<file path="src/shared/gpio_pkg.sv">
// Purpose: Shared constants for the pad I/O logic block.
// Assumes: Single system clock; pad and core clocks are sampled levels.
// Notes: Edge select encoding and reset values live here only.
package gpio_pkg;
   // Edge select encoding for every optional register
   localparam logic EDGE_RISING = 1'b0;
   localparam logic EDGE_FALLING = 1'b1;
   // Reset value of single state bits
   localparam logic RST_BIT = 1'b0;
   // Reset value of the two-bit core input word
   localparam logic [1:0] RST_PAIR = 2'h0;
   // Bit positions of the two-bit core words
   localparam int RISE_POS = 0;
   localparam int FALL_POS = 1;
   // Width of the core data words
   localparam int PAIR_W = 2;
endpackage

</file>
<file path="src/shared/clock_edge_if.sv">
// Purpose: Carries edge events of the core-supplied clocks.
// Assumes: Producer samples both clocks on the system clock.
// Notes: Pulses last one system clock cycle.
`timescale 1ns/1ns
`default_nettype none
interface clock_edge_if;
   logic capture_rise; // Capture clock went high
   logic capture_fall; // Capture clock went low
   logic launch_rise; // Launch clock went high
   logic launch_fall; // Launch clock went low
   logic launch_high; // Present level of the launch clock
   // Edge finder side
   modport producer (
      output capture_rise,
      output capture_fall,
      output launch_rise,
      output launch_fall,
      output launch_high
   );
   // Pad logic side
   modport consumer (
      input capture_rise,
      input capture_fall,
      input launch_rise,
      input launch_fall,
      input launch_high
   );
endinterface
`default_nettype wire

</file>
<file path="src/logic/clock_edge_detect.sv">
// Purpose: Finds rising and falling edges of capture and launch clocks.
// Assumes: Both clocks are synchronous inputs slower than clk_sys / 2.
// Notes: Edge pulses are combinational from the input and last level.
`timescale 1ns/1ns
`default_nettype none
module clock_edge_detect
   import gpio_pkg::*;
(
   input wire logic clk_sys,
   input wire logic rst,
   input wire logic capture_clock,
   input wire logic launch_clock,
   clock_edge_if.producer edges
);
   logic capture_last_q; // Capture clock one cycle ago
   logic capture_last_d;
   logic launch_last_q; // Launch clock one cycle ago
   logic launch_last_d;

   // Next values of the remembered levels
   always_comb
   begin
      capture_last_d = capture_clock;
      launch_last_d = launch_clock;
   end

   // Level history registers
   always_ff @(posedge clk_sys)
   begin
      if (rst)
      begin
         capture_last_q <= RST_BIT;
         launch_last_q <= RST_BIT;
      end
      else
      begin
         capture_last_q <= capture_last_d;
         launch_last_q <= launch_last_d;
      end
   end

   // Edge events from level change
   assign edges.capture_rise = capture_clock & ~capture_last_q;
   assign edges.capture_fall = ~capture_clock & capture_last_q;
   assign edges.launch_rise = launch_clock & ~launch_last_q;
   assign edges.launch_fall = ~launch_clock & launch_last_q;
   assign edges.launch_high = launch_clock;
endmodule
`default_nettype wire

</file>
<file path="src/logic/gpio_double_rate_mode_interface_logic.sv">
// Purpose: Per-pad I/O logic between core fabric and one two-way pad.
// Assumes: Core clocks arrive as synchronous levels, sampled on clk_sys.
// Notes: Every output is registered, so direct paths add one cycle.
`timescale 1ns/1ns
`default_nettype none
module gpio_double_rate_mode_interface_logic
   import gpio_pkg::*;
(
   input wire logic clk_sys,
   input wire logic rst,
   input wire logic capture_clock,
   input wire logic launch_clock,
   input wire logic in_reg_en,
   input wire logic in_edge_sel,
   input wire logic out_reg_en,
   input wire logic out_edge_sel,
   input wire logic oe_reg_en,
   input wire logic oe_edge_sel,
   input wire logic out_invert,
   input wire logic in_double_rate_mode,
   input wire logic out_double_rate_mode,
   input wire logic in_resync,
   input wire logic out_resync,
   input wire logic single_ended_lvds,
   input wire logic [PAIR_W-1:0] core_out,
   input wire logic core_oe,
   input wire logic pad_in,
   output logic [PAIR_W-1:0] core_in,
   output logic alternate_unregistered_input,
   output logic pad_out,
   output logic pad_oe
);
   // Edge events of the two core clocks
   clock_edge_if edges ();

   // Edge finder for capture and launch clocks
   clock_edge_detect u_edges (
      .clk_sys(clk_sys),
      .rst(rst),
      .capture_clock(capture_clock),
      .launch_clock(launch_clock),
      .edges(edges.producer)
   );

   // Effective double rate, gated off on single-ended LVDS pads
   logic in_ddr; // Input double rate in force
   logic out_ddr; // Output double rate in force
   assign in_ddr = in_double_rate_mode & ~single_ended_lvds;
   assign out_ddr = out_double_rate_mode & ~single_ended_lvds;

   // Selected single-rate edges of each clock
   logic in_edge; // Chosen capture edge this cycle
   logic out_edge; // Chosen launch edge for data
   logic oe_edge; // Chosen launch edge for enable
   assign in_edge = (in_edge_sel == EDGE_FALLING) ?
                    edges.capture_fall : edges.capture_rise;
   assign out_edge = (out_edge_sel == EDGE_FALLING) ?
                     edges.launch_fall : edges.launch_rise;
   assign oe_edge = (oe_edge_sel == EDGE_FALLING) ?
                    edges.launch_fall : edges.launch_rise;

   // Input path state
   logic [PAIR_W-1:0] core_in_q; // Word shown to the core
   logic [PAIR_W-1:0] core_in_d;
   logic rising_sample_q; // Pad sampled at capture rise
   logic rising_sample_d;
   logic falling_sample_q; // Pad sampled at capture fall
   logic falling_sample_d;
   logic bypass_q; // Alternate path copy of the pad
   logic bypass_d;

   // Output path state
   logic rising_launch_q; // Bit for the high phase
   logic rising_launch_d;
   logic falling_launch_q; // Bit for the low phase
   logic falling_launch_d;
   logic out_hold_q; // Single-rate output register
   logic out_hold_d;
   logic pad_out_q; // Value on the pad driver
   logic pad_out_d;

   // Enable path state
   logic oe_hold_q; // Registered output enable
   logic oe_hold_d;
   logic pad_oe_q; // Enable on the pad driver
   logic pad_oe_d;

   // Input path next values, on capture clock edges except in the direct path
   always_comb
   begin
      core_in_d = core_in_q;
      rising_sample_d = rising_sample_q;
      falling_sample_d = falling_sample_q;
      if (in_ddr)
      begin
         // Double rate: sample on both capture edges
         if (edges.capture_rise)
         begin
            rising_sample_d = pad_in;
         end
         if (edges.capture_fall)
         begin
            falling_sample_d = pad_in;
         end
         if (in_resync)
         begin
            // Resync: pair last rise with the fall after it
            if (edges.capture_rise)
            begin
               core_in_d[RISE_POS] = rising_sample_q;
               core_in_d[FALL_POS] = falling_sample_q;
            end
         end
         else
         begin
            // Normal: each bit moves on its own edge
            if (edges.capture_rise)
            begin
               core_in_d[RISE_POS] = pad_in;
            end
            if (edges.capture_fall)
            begin
               core_in_d[FALL_POS] = pad_in;
            end
         end
      end
      else if (in_reg_en)
      begin
         // Single rate registered on the chosen edge
         core_in_d[FALL_POS] = 1'b0;
         if (in_edge)
         begin
            core_in_d[RISE_POS] = pad_in;
         end
      end
      else
      begin
         // Single rate direct path
         core_in_d[FALL_POS] = 1'b0;
         core_in_d[RISE_POS] = pad_in;
      end
   end

   // Alternate path next value, live only with no input register
   always_comb
   begin
      bypass_d = 1'b0;
      if (!in_reg_en && !in_ddr)
      begin
         bypass_d = pad_in;
      end
   end

   // Input path registers
   always_ff @(posedge clk_sys)
   begin
      if (rst)
      begin
         core_in_q <= RST_PAIR;
         rising_sample_q <= RST_BIT;
         falling_sample_q <= RST_BIT;
         bypass_q <= RST_BIT;
      end
      else
      begin
         core_in_q <= core_in_d;
         rising_sample_q <= rising_sample_d;
         falling_sample_q <= falling_sample_d;
         bypass_q <= bypass_d;
      end
   end

   // Output data next values, on launch clock edges except in the direct path
   always_comb
   begin
      rising_launch_d = rising_launch_q;
      falling_launch_d = falling_launch_q;
      out_hold_d = out_hold_q;
      pad_out_d = pad_out_q;
      if (out_ddr)
      begin
         if (out_resync)
         begin
            // Resync: both bits taken at launch rise
            if (edges.launch_rise)
            begin
               rising_launch_d = core_out[RISE_POS];
               falling_launch_d = core_out[FALL_POS];
            end
         end
         else
         begin
            // Normal: each bit taken on its own edge
            if (edges.launch_rise)
            begin
               rising_launch_d = core_out[RISE_POS];
            end
            if (edges.launch_fall)
            begin
               falling_launch_d = core_out[FALL_POS];
            end
         end
         // High phase shows bit0, low phase shows bit1
         if (edges.launch_high)
         begin
            pad_out_d = rising_launch_d ^ out_invert;
         end
         else
         begin
            pad_out_d = falling_launch_d ^ out_invert;
         end
      end
      else if (out_reg_en)
      begin
         // Single rate registered on the chosen launch edge
         if (out_edge)
         begin
            out_hold_d = core_out[RISE_POS];
         end
         pad_out_d = out_hold_d ^ out_invert;
      end
      else
      begin
         // Single rate direct path, no register to invert
         pad_out_d = core_out[RISE_POS];
      end
   end

   // Output data registers
   always_ff @(posedge clk_sys)
   begin
      if (rst)
      begin
         rising_launch_q <= RST_BIT;
         falling_launch_q <= RST_BIT;
         out_hold_q <= RST_BIT;
         pad_out_q <= RST_BIT;
      end
      else
      begin
         rising_launch_q <= rising_launch_d;
         falling_launch_q <= falling_launch_d;
         out_hold_q <= out_hold_d;
         pad_out_q <= pad_out_d;
      end
   end

   // Output enable next values
   always_comb
   begin
      oe_hold_d = oe_hold_q;
      if (oe_reg_en)
      begin
         // Registered on the chosen launch edge
         if (oe_edge)
         begin
            oe_hold_d = core_oe;
         end
         pad_oe_d = oe_hold_d;
      end
      else
      begin
         // Direct from the core
         pad_oe_d = core_oe;
      end
   end

   // Output enable registers
   always_ff @(posedge clk_sys)
   begin
      if (rst)
      begin
         oe_hold_q <= RST_BIT;
         pad_oe_q <= RST_BIT;
      end
      else
      begin
         oe_hold_q <= oe_hold_d;
         pad_oe_q <= pad_oe_d;
      end
   end

   // Ports straight from flip-flops
   assign core_in = core_in_q;
   assign alternate_unregistered_input = bypass_q;
   assign pad_out = pad_out_q;
   assign pad_oe = pad_oe_q;
endmodule
`default_nettype wire

</file>
<file path="config.mk">
export PLATFORM = sky130hd
export DESIGN_NAME = gpio_double_rate_mode_interface_logic
export DESIGN_NICKNAME = d
export VERILOG_FILES = /design/src/shared/gpio_pkg.sv /design/src/shared/clock_edge_if.sv /design/src/logic/clock_edge_detect.sv /design/src/logic/gpio_double_rate_mode_interface_logic.sv
export SDC_FILE = /design/constraint.sdc
export NUM_CORES = 1
export LEC_CHECK = 0
export ABC_CLOCK_PERIOD_IN_PS = 2900
export BUFFER_PORTS_ARGS = -buffer_cell sky130_fd_sc_hd__buf_4
export CAP_MARGIN = 0
export CORE_MARGIN = 2
export CORE_UTILIZATION = 51
export DETAILED_ROUTE_END_ITERATION = 8
export MAX_ROUTING_LAYER = met4
export PLACE_DENSITY = 0.86
export SLEW_MARGIN = 20
export SYNTH_ARGS = -nofsm -noshare
export SYNTH_HDL_FRONTEND = slang
export SYNTH_SLANG_ARGS = --single-unit
</file>
<file path="constraint.sdc">
create_clock -name clk_sys -period 2.9 [get_ports clk_sys]
set_input_delay 0.29 -clock clk_sys [delete_from_list [all_inputs] [get_ports clk_sys]]
set_output_delay 0.29 -clock clk_sys [all_outputs]
set_load 0.01 [all_outputs]
</file>
# After elaboration in Yosys (flattened, before gate mapping)
# Cells that the tools add are included.
# word_totals
ff_bits	13
inputBits	20
# classes
n_eq_ne	4
n_mux	24
bitwise	16
n_reduce_logical	9
# ops
cell	count
$mux 1	21
$reduce_and 2->1	5
$not 1->1	7
$and 1x1->1	6
$mux 2	3
$ne 3x3->1 const B	2
$ne 3x1->1 const B	1
$xor 1x1->1	3
$logic_not 1->1	2
$ne 2x2->1 const B	1
$reduce_or 2->1	1
$logic_and 1x1->1	1

# Logic depth before layout (Yosys ltp)
# Gate-level depths: netlist (run 1).
# depth
ltp_word	9
depth_mapped	6
ltp_nobuf	5

# Modules after synthesis
# Synthesis (run 1) repeated with hierarchy kept, for this count alone.
# unflattened
cells_unflattened	83
area_unflattened_um2	708.2
# modules_own_cells
mod	instances	cells_per_inst	area_per_inst_um2	seq_area_each_um2
gpio_double_rate_mode_interface_logic	1	74	623.1	220.2
clock_edge_detect	1	9	85.1	40.0

# Worst setup path after synthesis (run 1)
# OpenSTA, ideal clock, no wires.
# synth_timing
path_kind	reg-to-reg
from	register u_edges.launch_last_q
to	register pad_out_q (netlist: pad_out)
setup_time_ps	116
arrival_time_ps	1242
path_slack_ps	1542
path_stages_with_launch	6
n_path_buf	0
cell_sequence	dfxtp_1 -> nor2b_4 -> mux2_4 -> o21ai_2 -> xnor2_1 -> o211a_1
# synth_between
elab_chain_cells	9
# synth_lines
element	line_no	rtl
start: declaration	clock_edge_detect.sv:17	logic launch_last_q;
start signal: assignment	clock_edge_detect.sv:38	launch_last_q <= launch_last_d;
$not 1->1	clock_edge_detect.sv:45	assign edges.launch_rise = launch_clock & ~launch_last_q;
$and 1x1->1	clock_edge_detect.sv:45	
$mux 1	gpio_double_rate_mode_interface_logic.sv:57	assign out_edge = (out_edge_sel == EDGE_FALLING) ?
$mux 1	gpio_double_rate_mode_interface_logic.sv:216	if (out_edge)
$mux 1	gpio_double_rate_mode_interface_logic.sv:213	else if (out_reg_en)
$mux 1	gpio_double_rate_mode_interface_logic.sv:180	if (out_ddr)
$xor 1x1->1	gpio_double_rate_mode_interface_logic.sv:220	pad_out_d = out_hold_d ^ out_invert;
$mux 1	gpio_double_rate_mode_interface_logic.sv:213	
$mux 1 (*)	gpio_double_rate_mode_interface_logic.sv:180	
end signal: assignment	gpio_double_rate_mode_interface_logic.sv:244	pad_out_q <= pad_out_d;
end: declaration	gpio_double_rate_mode_interface_logic.sv:79	logic pad_out_q;
# Mark *: on every way between the ends. The rest lies on a longest branch, timed or not. The select of a mux whose other input is x is not followed.
# A chain may end at the register's enable or synchronous reset.

# Final worst setup path (run 1)
# Ends and elaborated chain as after synthesis.

==> implementation parameters, run 1 <==
Parameter                              Value

Status
  Result of the run    finished clean

STA
  Tightest Pin Transition    0.354 ns
  Final critical delay including setup and external delays    1.52 ns
  Final-report setup violation count    0
  Final period utilization    52.5%
  Post-route worst setup slack    1.38 ns
  Highest clock rate    657 MHz
  Slew margin rel.    75.8%
  RSZ-0062 raised after global routing    no
  TNS Setup    0 ns
  Layout Skew    0.00892 ns
  Count of final max-slew check failures    0
  Smallest hold slack    0.265 ns
  Count of endpoints failing hold in the final timing report    0

Critical path
  Critical Path Start Type    register
  Worst-case register-to-register setup slack    1.38 ns
  Highest fanout seen on the critical path    8
  Worst setup path class    reg2reg
  Required time worst endpoint    3.09 ns
  Data arrival time of the critical path    1.71 ns
  Category of the worst setup path capture point    register
  R2r worst-path depth    5

Yosys
  Flip-flop cell with the highest count after synthesis    dfxtp_1
  Number of distinct standard cells referenced by the synthesized netlist    33
  Synthesized instance count    92
  Yosys warning count    0
  Fraction of synthesis flops using an asynchronous set or reset pin    0%
  Number of enable flip-flop cells after synthesis    0
  Post-synthesis register bit count    13
  Post-synthesis net count    112
  Syn Std Cell Area    736 um^2
  Fraction of the yosys area taken by sequential cells    35.4%
  Average cell area after synthesis    8.00 um^2

Power
  Maximum vdd drop    0.246 mV
  Clk pwr share    29.6%
  Fraction of power spent switching nets    28.1%
  Switching power    112 uW
  Share of total power in sequential cells    48.4%
  Total internal power    287 uW
  Leakage power    0.000418 uW
  Power density cells    422 nW/um^2
  Gate power share    22.0%

Detailed routing
  Number of remaining DRC errors    0
  Met3 WL    109 um
  Routed met2 length    895 um
  First-iteration detailed-routing DRC count    12
  Routed vias/inst    5.75
  Wl on met1    738 um
  Uppermost routed layer    met4
  Total length of routed wires    1790 um
  Total via count in the routed design    759
  Mean routed wirelength per cell    13.5 um
  Post-detailed-route count of antenna-violating nets    0
  Number of iterations in the first detailed-routing pass    4

CTS
  Post-CTS clock slew at the launch and capture registers of the worst setup and hold paths    0.09 ns
  Number of buffers added by the clock tree synthesis step    3
  Worst-skew pair later-pin latency    0.28 ns
  CTS root buf    clkbuf_4
  Clock tree from TritonCTS    done
  Post-cts resize count    0
  Post-CTS repair timing setup buffer count    0
  Max Buffers Root-to-Sink    2
  Count of clock tree sinks    13
  Hold buffer count at cts    0
  Depth of the CTS H-tree    1

GRT
  Wire length of the first global-routing pass    2790 um
  Overall global routing resource usage    21.2%
  Largest net degree at the start of global routing    14
  Global route overflow    0
  Number of antenna violations at the first check in global routing    0
  Number of global-route vias before repair    663

Place
  IO buf count    24
  Final Wtd Congestion    0.771
  DP Worst Slack    1.42 ns
  Detailed-placement wirelength estimate    1360 um

Layout
  Area grow syn2layout    28.7%
  Commonest cells after routing, fill and taps aside    buf_4, nor2_1, dfxtp_1
  Antenna cell count    0
  Layout cell share with drive strength beyond 1    26.5%
  Most common library cell in the layout ignoring fill and taps    buf_4
  Number of nets in the final layout    138

Hold path
  Worst Hold Path Cells    2
  Path class of the lowest-slack min-delay path    in2reg

Floorplan
  Starting density of the core    55.8%
  Area of the die    1760 um^2
  # rows    13
  Die span in y    42.0 um
  Die outline width    42.0 um
  Placeable core area    1320 um^2
  Number of I/O pins    25

Run
  Number of violations of the max-capacitance limit    0
==> logic make-up (layout without fill, tap and decap cells) <==
kind of cell / count (synthesis) / count (layout) / synth area share [%]
XOR/XNOR: 1 / 1 / 1.19
buffers and inverters: 6 / 31 / 3.40
flip-flops: 13 / 13 / 35.4
AND/OR/NAND/NOR: 42 / 42 / 28.9
multiplexers: 7 / 7 / 10.4
AO/OA/AOI/OAI: 23 / 23 / 20.8
==> synth_stat cells (all sizes together), types with 2 or more instances <==
| master | instances | area share, % |
|---|---|---|
| a21oi | 7 | 4.8 |
| and3 | 3 | 2.6 |
| buf | 2 | 1.4 |
| dfxtp | 13 | 35 |
| inv | 3 | 1.5 |
| mux2 | 2 | 3.6 |
| mux2i | 5 | 6.8 |
| nand2 | 8 | 4.1 |
| nand2b | 4 | 3.4 |
| nand3 | 2 | 1.4 |
| nor2 | 15 | 7.7 |
| nor2b | 6 | 6.1 |
| nor3b | 2 | 2.0 |
| o21ai | 6 | 4.6 |
==> cell type report <==
| cell class | instances | area, um^2 |
|---|---|---|
| clock buffers | 4 | 26.3 |
| fillers | 113 | 370 |
| inverters | 3 | 11.3 |
| multi-input cells | 73 | 450 |
| flip-flops and latches | 13 | 260 |
| well taps | 15 | 18.8 |
| repair buffers | 24 | 180 |
==> metal layers <==
layer | GRT usage, % | vias up
li1 | - | 377
met1 | 24.2 | 344
met2 | 36.9 | 30
met3 | 2.59 | 8
met4 | 9.68 | 0
met5 | - | -
==> worst max-delay path, stage by stage (launching register included) <==
cell,delay [ns]
dfxtp_1,0.49
nor2b_4,0.23
mux2_4,0.31
o21ai_2,0.12
xnor2_1,0.07
o211a_1,0.20
==> state kept, by name, summed over array words and instances (netlist names) <==
signal                        cells
core_in                           2
oe_hold_q                         1
out_hold_q                        1
pad_out                           1
u_edges.launch_last_q             1
rising_launch_q                   1
falling_launch_q                  1
u_edges.capture_last_q            1
alternate_unregistered_input      1
rising_sample_q                   1
pad_oe                            1
falling_sample_q                  1
==> per-stage QoR <==
step,total power (uW),utilization (%),instance area (um^2),std cells
finish,400,71.9,947,132
global route,414,71.9,947,132
CTS,399,71.9,947,132
detailed placement,285,69.9,921,128
global placement,280,69.9,921,128
floorplan,244,-,736,92
==> power groups by stage <==
| stage | registers [uW] | clock network, uW | logic (uW) |
|---|---|---|---|
| 6_report | 193 | 118 | 88.1 |
| 3_5_place_dp | 197 | 0 | 87.8 |
| 5_1_grt | 194 | 123 | 96.5 |
| 3_3_place_gp | 196 | 0 | 84.0 |
| 2_1_floorplan | 198 | 0 | 46.5 |
| 4_1_cts | 193 | 118 | 88.2 |
==> path summary, 6_finish.rpt <==
check,start,endpoint
worst min-delay path,rst,out_hold_q
worst min register to register,oe_hold_q,oe_hold_q
worst max-delay path,u_edges.launch_last_q,pad_out
worst max register to register,u_edges.launch_last_q,pad_out
Note: power is estimated with default switching activity, not from simulation.
==> run 2, diff against run 1 <==
ABC_AREA = 1   (was not set)
ABC_CLOCK_PERIOD_IN_PS = 1450   (was 2900)
CORE_UTILIZATION = 47   (was 51)
PLACE_DENSITY = 0.81   (was 0.86)
clock period = 1.45 ns   (was 2.9 ns; I/O delays follow)
==> implementation parameters, run 2 <==
Parameter                              Value

Status
  Result of the run    finished clean

Run
  Number of violations of the max-capacitance limit    0 (unchanged)

Yosys
  Post-synthesis register bit count    13 (unchanged)
  Area share of fa/ha/maj cells after synthesis    0% (unchanged)
  Cell accounting for the most synthesized area    dfxtp_1
  Dominant combinational cell family by area after synthesis    simple AND/OR/NAND/NOR gates
  Syn Std Cell Area    702 um^2 (-4.6%)
  Number of enable flip-flop cells after synthesis    0 (unchanged)
  Area contributors post-synth    dfxtp_1, nand2_1, inv_1
  Yosys warning count    0 (unchanged)
  Commonest cells in the synthesized netlist    nand2_1, inv_1, dfxtp_1
  Number of distinct standard cells referenced by the synthesized netlist    20 (-39%)
  Fraction of the yosys area taken by sequential cells    37.1% (+1.7 points)
  Synth Area in XOR/XNOR    0% (-1.2 points)
  Synthesized instance count    106 (+15%)
  Fraction of synthesis flops using an asynchronous set or reset pin    0% (unchanged)
  Mux contribution to synthesized area    2.14% (-8.2 points)
  Area share of and/or/nand/nor cells after synthesis    31.0% (+2.1 points)
  Post-synthesis net count    126 (+13%)
  Fraction of the mapped netlist area in compound gates    19.1% (-1.7 points)
  Dominant cell by count in the synthesized netlist    nand2_1
  Area share of the leading cell type in the synthesized netlist    37.1% (+1.7 points)
  Flip-flop cell with the highest count after synthesis    dfxtp_1
  Average cell area after synthesis    6.62 um^2 (-17%)

Layout
  Summed area of non-filler cells in the final layout    923 um^2 (-2.5%)
  Layout cell share with drive strength beyond 1    25.6% (-0.93 points)
  Flip-flop count of the largest register after layout    2 (unchanged)
  Area grow syn2layout    31.6%
  Commonest cells after routing, fill and taps aside    nand2_1, buf_4, inv_1
  Antenna cell count    0 (unchanged)
  Storage element area    260 um^2 (unchanged)
  Multi-input gate area    367 um^2 (-19%)
  Number of nets in the final layout    154 (+12%)
  Count of non-filler cells in the finished layout    148 (+12%)
  Most common library cell in the layout ignoring fill and taps    nand2_1
  Fill cell total of the finished layout    129 (+14%)

Critical path
  Slowest library cell on the worst path    dfxtp_1
  Worst-case register-to-register setup slack    0.32 ns (-1.06 ns)
  Category of the worst setup path capture point    register
  Worst setup path class    reg2reg
  Required time worst endpoint    1.61 ns (-1.48 ns)
  Sum of buffers and inverters on the critical path    1 (+1)
  Critical Path Start Type    register
  Cells traversed along the worst timing path    inv_2 > nand2_2 > mux2_4 > o211ai_2 > a21oi_1
  Data arrival time of the critical path    1.29 ns (-0.42 ns)
  Category of cells accounting for the largest share of critical-path delay    flip-flops
  Highest fanout seen on the critical path    4 (-4)
  Maximum single-stage delay on the critical path    0.35 ns (-0.14 ns)

STA
  Final-report setup violation count    0 (unchanged)
  Final period utilization    78.0% (+25 points)
  Count of final max-slew check failures    0 (unchanged)
  Final critical delay including setup and external delays    1.13 ns (-0.392 ns)
  Slew margin rel.    83.1% (+7.4 points)
  Layout Skew    0.00197 ns (-0.00695 ns)
  RSZ-0062 raised after global routing    no
  TNS Setup    0 ns (unchanged)
  Highest clock rate    884 MHz (+35%)
  Count of endpoints failing hold in the final timing report    0 (unchanged)
  Tightest Pin Transition    0.251 ns (-0.103 ns)

Detailed routing
  Total via count in the routed design    752 (-0.92%)
  Number of iterations in the first detailed-routing pass    4 (unchanged)
  First-iteration detailed-routing DRC count    8 (-4)
  Number of remaining DRC errors    0 (unchanged)
  Post-detailed-route count of antenna-violating nets    0 (unchanged)
  Mean routed wirelength per cell    10.2 um (-24%)
  Routed vias/inst    5.08 (-12%)
  Total length of routed wires    1520 um (-15%)

Power
  Leakage power    0.000485 uW (+16%)
  Power density cells    862 nW/um^2 (+100%)
  Maximum vdd drop    0.719 mV (+190%)

CTS
  Post-CTS clock slew at the launch and capture registers of the worst setup and hold paths    0.08 ns (about the same)
  Depth of the CTS H-tree    1 (unchanged)
  Post-CTS repair timing setup buffer count    0 (unchanged)
  Hold buffer count at cts    0 (unchanged)
  Count of clock tree sinks    13 (unchanged)
  Worst-skew pair later-pin latency    0.27 ns (about the same)
  CTS root buf    clkbuf_4
  Clock tree from TritonCTS    done
  Max Buffers Root-to-Sink    2 (unchanged)
  Post-cts resize count    0 (unchanged)
  Number of buffers added by the clock tree synthesis step    3 (unchanged)

Place
  IO buf count    24 (unchanged)
  Final Wtd Congestion    0.783 (+1.5%)
  Detailed-placement wirelength estimate    1210 um (-11%)
  Cell Area, Placed    897 um^2 (-2.6%)
  Number of cells after detailed placement    144 (+13%)

Hold path
  Path class of the lowest-slack min-delay path    in2reg

GRT
  Met2 Usage GRT    30.6% (-6.3 points)
  Global route hottest layer    met2
  Overall global routing resource usage    19.2% (-2.0 points)
  Number of global-route vias before repair    653 (-1.5%)
  Largest net degree at the start of global routing    12 (-2)
  Met3 track demand over resource    3.88% (+1.3 points)
  Global route overflow    0 (unchanged)
  Number of antenna violations at the first check in global routing    0 (unchanged)
  Met1 global-route usage    25.2% (+1.0 points)
  Wire length of the first global-routing pass    2630 um (-5.7%)

Floorplan
  Die outline width    42.6 um (+1.6%)
  Number of I/O pins    25 (unchanged)
  Placeable core area    1350 um^2 (+2.5%)
  Die span in y    42.6 um (+1.6%)
  # rows    13 (unchanged)
  Starting density of the core    52.0% (-3.8 points)
  Area of the die    1820 um^2 (+3.2%)
run 2: metal layers:
layer / routed length (um) / vias to the layer above
met1: 696 / 328
met3: 96 / 2
met4: 11 / 0
met2: 711 / 24
met5: 0 / -
li1: - / 398
run 2: final timing paths:
kind	from	end	cells past startpoint
setup / recovery	u_edges.launch_last_q	pad_oe	5
hold / removal	in_reg_en	alternate_unregistered_input	2
setup reg to reg	u_edges.launch_last_q	pad_oe	5
hold reg to reg	oe_hold_q	oe_hold_q	2
run 2: worst reg2reg max path: stages (launching register included):
cell and delay, ns:
dfxtp_1 0.35, inv_2 0.08, nand2_2 0.07, mux2_4 0.29, o211ai_2 0.15, a21oi_1 0.08
run 2: report_power, final:
group | internal [uW] | switching, uW | total (uW)
clock | 106 | 121 | 228
combinational | 86.2 | 92.0 | 178
sequential | 379 | 11.4 | 390
run 2: final cells by class:
class	count	share of cell area, %
clock buffers	4	2.85
well taps	15	2.03
flip-flops and latches	13	28.2
inverters	19	7.72
multi-input cells	73	39.7
repair buffers	24	19.5
run 2: cell families after synthesis:
family,after synthesis
simple gates,51
compound gates,21
buf+inv,20
flops,13
mux,1
run 2: per-stage QoR:
stage | total power (uW) | worst slack [ns] | util (%) | hold WS, ns
5_1_grt | 844 | 0.163 | 68.4 | 0.0343
4_1_cts | 801 | 0.315 | 68.4 | 0.0311
3_5_place_dp | 576 | 0.329 | 66.5 | 0.323
6_report | 796 | 0.319 | 68.4 | 0.0340
2_1_floorplan | 497 | 0.387 | - | 0.224
3_3_place_gp | 572 | 0.362 | 66.5 | 0.325
==> run 3, diff against run 2 <==
ABC_AREA = 0   (was 1)
ABC_CLOCK_PERIOD_IN_PS = 1000   (was 1450)
CORE_UTILIZATION = 43   (was 47)
PLACE_DENSITY = 0.78   (was 0.81)
clock period = 1 ns   (was 1.45 ns; I/O delays follow)
==> implementation parameters, run 3 (synthesis results as in run 1) <==
Parameter                              Value

CTS
  Post-CTS clock slew at the launch and capture registers of the worst setup and hold paths    0.09 ns (about the same)
  CTS root buf    clkbuf_4
  Depth of the CTS H-tree    1 (unchanged)
  Clock tree from TritonCTS    done
  Hold buffer count at cts    0 (unchanged)
  Max Buffers Root-to-Sink    2 (unchanged)
  Worst-skew pair later-pin latency    0.29 ns (+0.02 ns)
  Number of buffers added by the clock tree synthesis step    3 (unchanged)
  Count of clock tree sinks    13 (unchanged)

Layout
  Area grow syn2layout    59.2%
  Layout cell share with drive strength beyond 1    51.2% (+26 points)
  Commonest cells after routing, fill and taps aside    buf_4, nor2_1, dfxtp_1
  Most common library cell in the layout ignoring fill and taps    buf_4
  Antenna cell count    0 (unchanged)
  Number of nets in the final layout    148 (-3.9%)
  Flip-flop count of the largest register after layout    2 (unchanged)

Critical path
  Required time worst endpoint    1.19 ns (-0.42 ns)
  Slowest library cell on the worst path    dfxtp_2
  Highest fanout seen on the critical path    2 (-2)
  Category of the worst setup path capture point    register
  Category of cells accounting for the largest share of critical-path delay    flip-flops
  Worst setup path class    reg2reg
  Critical Path Start Type    register
  Maximum single-stage delay on the critical path    0.35 ns (about the same)
  Data arrival time of the critical path    1.49 ns (+0.20 ns)
  Sum of buffers and inverters on the critical path    0 (-1)
  Cells traversed along the worst timing path    nor2b_4 > mux2_4 > o21ai_2 > xnor2_1 > o211a_1

Status
  Result of the run    complete, but fails checks
  Violated checks    negative setup slack

GRT
  Wire length of the first global-routing pass    3030 um (+15%)
  Global route overflow    0 (unchanged)
  Met1 global-route usage    24.9% (-0.32 points)
  Largest net degree at the start of global routing    14 (+2)
  Overall global routing resource usage    21.0% (+1.8 points)
  Number of antenna violations at the first check in global routing    0 (unchanged)
  Met3 track demand over resource    3.60% (-0.28 points)
  Met2 Usage GRT    36.6% (+6.0 points)
  Number of global-route vias before repair    709 (+8.6%)
  Global route hottest layer    met2

STA
  Count of endpoints failing hold in the final timing report    0 (unchanged)
  TNS Setup    -1.05 ns (-1.05 ns)
  Smallest hold slack    0.0682 ns (+0.0343 ns)
  Tightest Pin Transition    0.304 ns (+0.0532 ns)
  Count of final max-slew check failures    0 (unchanged)
  Highest clock rate    767 MHz (-13%)
  Final period utilization    130% (+52 points)
  Final critical delay including setup and external delays    1.30 ns (+0.173 ns)
  Slew margin rel.    79.7% (-3.4 points)
  RSZ-0062 raised after global routing    yes
  Post-route worst setup slack    -0.304 ns (-0.623 ns)
  Layout Skew    0.0107 ns (+0.00872 ns)
  Final-report setup violation count    8 (+8)

Place
  Final Wtd Congestion    0.777 (-0.73%)
  Detailed-placement wirelength estimate    1320 um (+9.6%)
  IO buf count    24 (unchanged)

Floorplan
  Die span in y    45.4 um (+6.4%)
  Die outline width    45.4 um (+6.4%)
  Area of the die    2060 um^2 (+13%)
  Placeable core area    1560 um^2 (+15%)
  Number of I/O pins    25 (unchanged)
  # rows    14 (+1)
  Starting density of the core    47.2% (-4.8 points)

Detailed routing
  Number of iterations in the first detailed-routing pass    4 (unchanged)
  Post-detailed-route count of antenna-violating nets    0 (unchanged)
  First-iteration detailed-routing DRC count    14 (+6)
  Number of remaining DRC errors    0 (unchanged)
  Mean routed wirelength per cell    13.1 um (+28%)
  Routed vias/inst    5.48 (+7.9%)
  Total via count in the routed design    784 (+4.3%)
  Total length of routed wires    1880 um (+24%)

Power
  Power density cells    1070 nW/um^2 (+24%)
  Maximum vdd drop    0.934 mV (+30%)
  Leakage power    0.000503 uW (+3.7%)

Hold path
  Path class of the lowest-slack min-delay path    in2reg

Run
  Number of violations of the max-capacitance limit    0 (unchanged)
[run 3: layout make-up]
| type | instances | area (um^2) |
|---|---|---|
| timing repair buffer | 34 | 263 |
| sequential | 13 | 267 |
| fill | 121 | 388 |
| inverter | 3 | 11.3 |
| multi-input combinational | 73 | 584 |
| tap | 16 | 20.0 |
| clock buffer | 4 | 26.3 |
[run 3: path summary, 6_finish.rpt]
check                         from         to  slack [ns]  cells past startpoint
max          u_edges.launch_last_q    pad_out       -0.30                      5
min                        core_oe     pad_oe        0.07                      3
max reg2reg  u_edges.launch_last_q    pad_out       -0.30                      5
min reg2reg              oe_hold_q  oe_hold_q        0.47                      2
[run 3: what timing repair did]
action	CTS	global route
gates resized for setup	11	16
buffers inserted	1	1
pin swaps	2	11
setup endpoints to repair	8	10
[run 3: stage by stage]
step / power (uW) / area [um^2] / setup WS, ns / instances / util [%]
finish: 1250 / 1170 / -0.304 / 143 / 75.1
global route: 1300 / 1170 / -0.330 / 143 / 75.1
CTS: 1220 / 1100 / -0.292 / 142 / 70.5
detailed placement: 862 / 1010 / -0.272 / 137 / 64.8
global placement: 854 / 1010 / -0.253 / 137 / 64.8
floorplan: 723 / 771 / -0.299 / 92 / -
[run 3: worst min-delay path, stage by stage]
cell and delay, ns:
buf_4 0.08, mux2i_1 0.06, nor2_1 0.07
[run 3: per-layer routing]
metal,wire (um),part of all wire (%)
met1,793,42
met2,983,52
met3,76,4.0
met4,25,1.3
met5,0,0
[run 3: power breakdown]
group / internal [uW] / switching (uW) / leakage (uW)
clock: 155 / 185 / 0.0000150
sequential: 542 / 15.9 / 0.000108
combinational: 189 / 162 / 0.000380
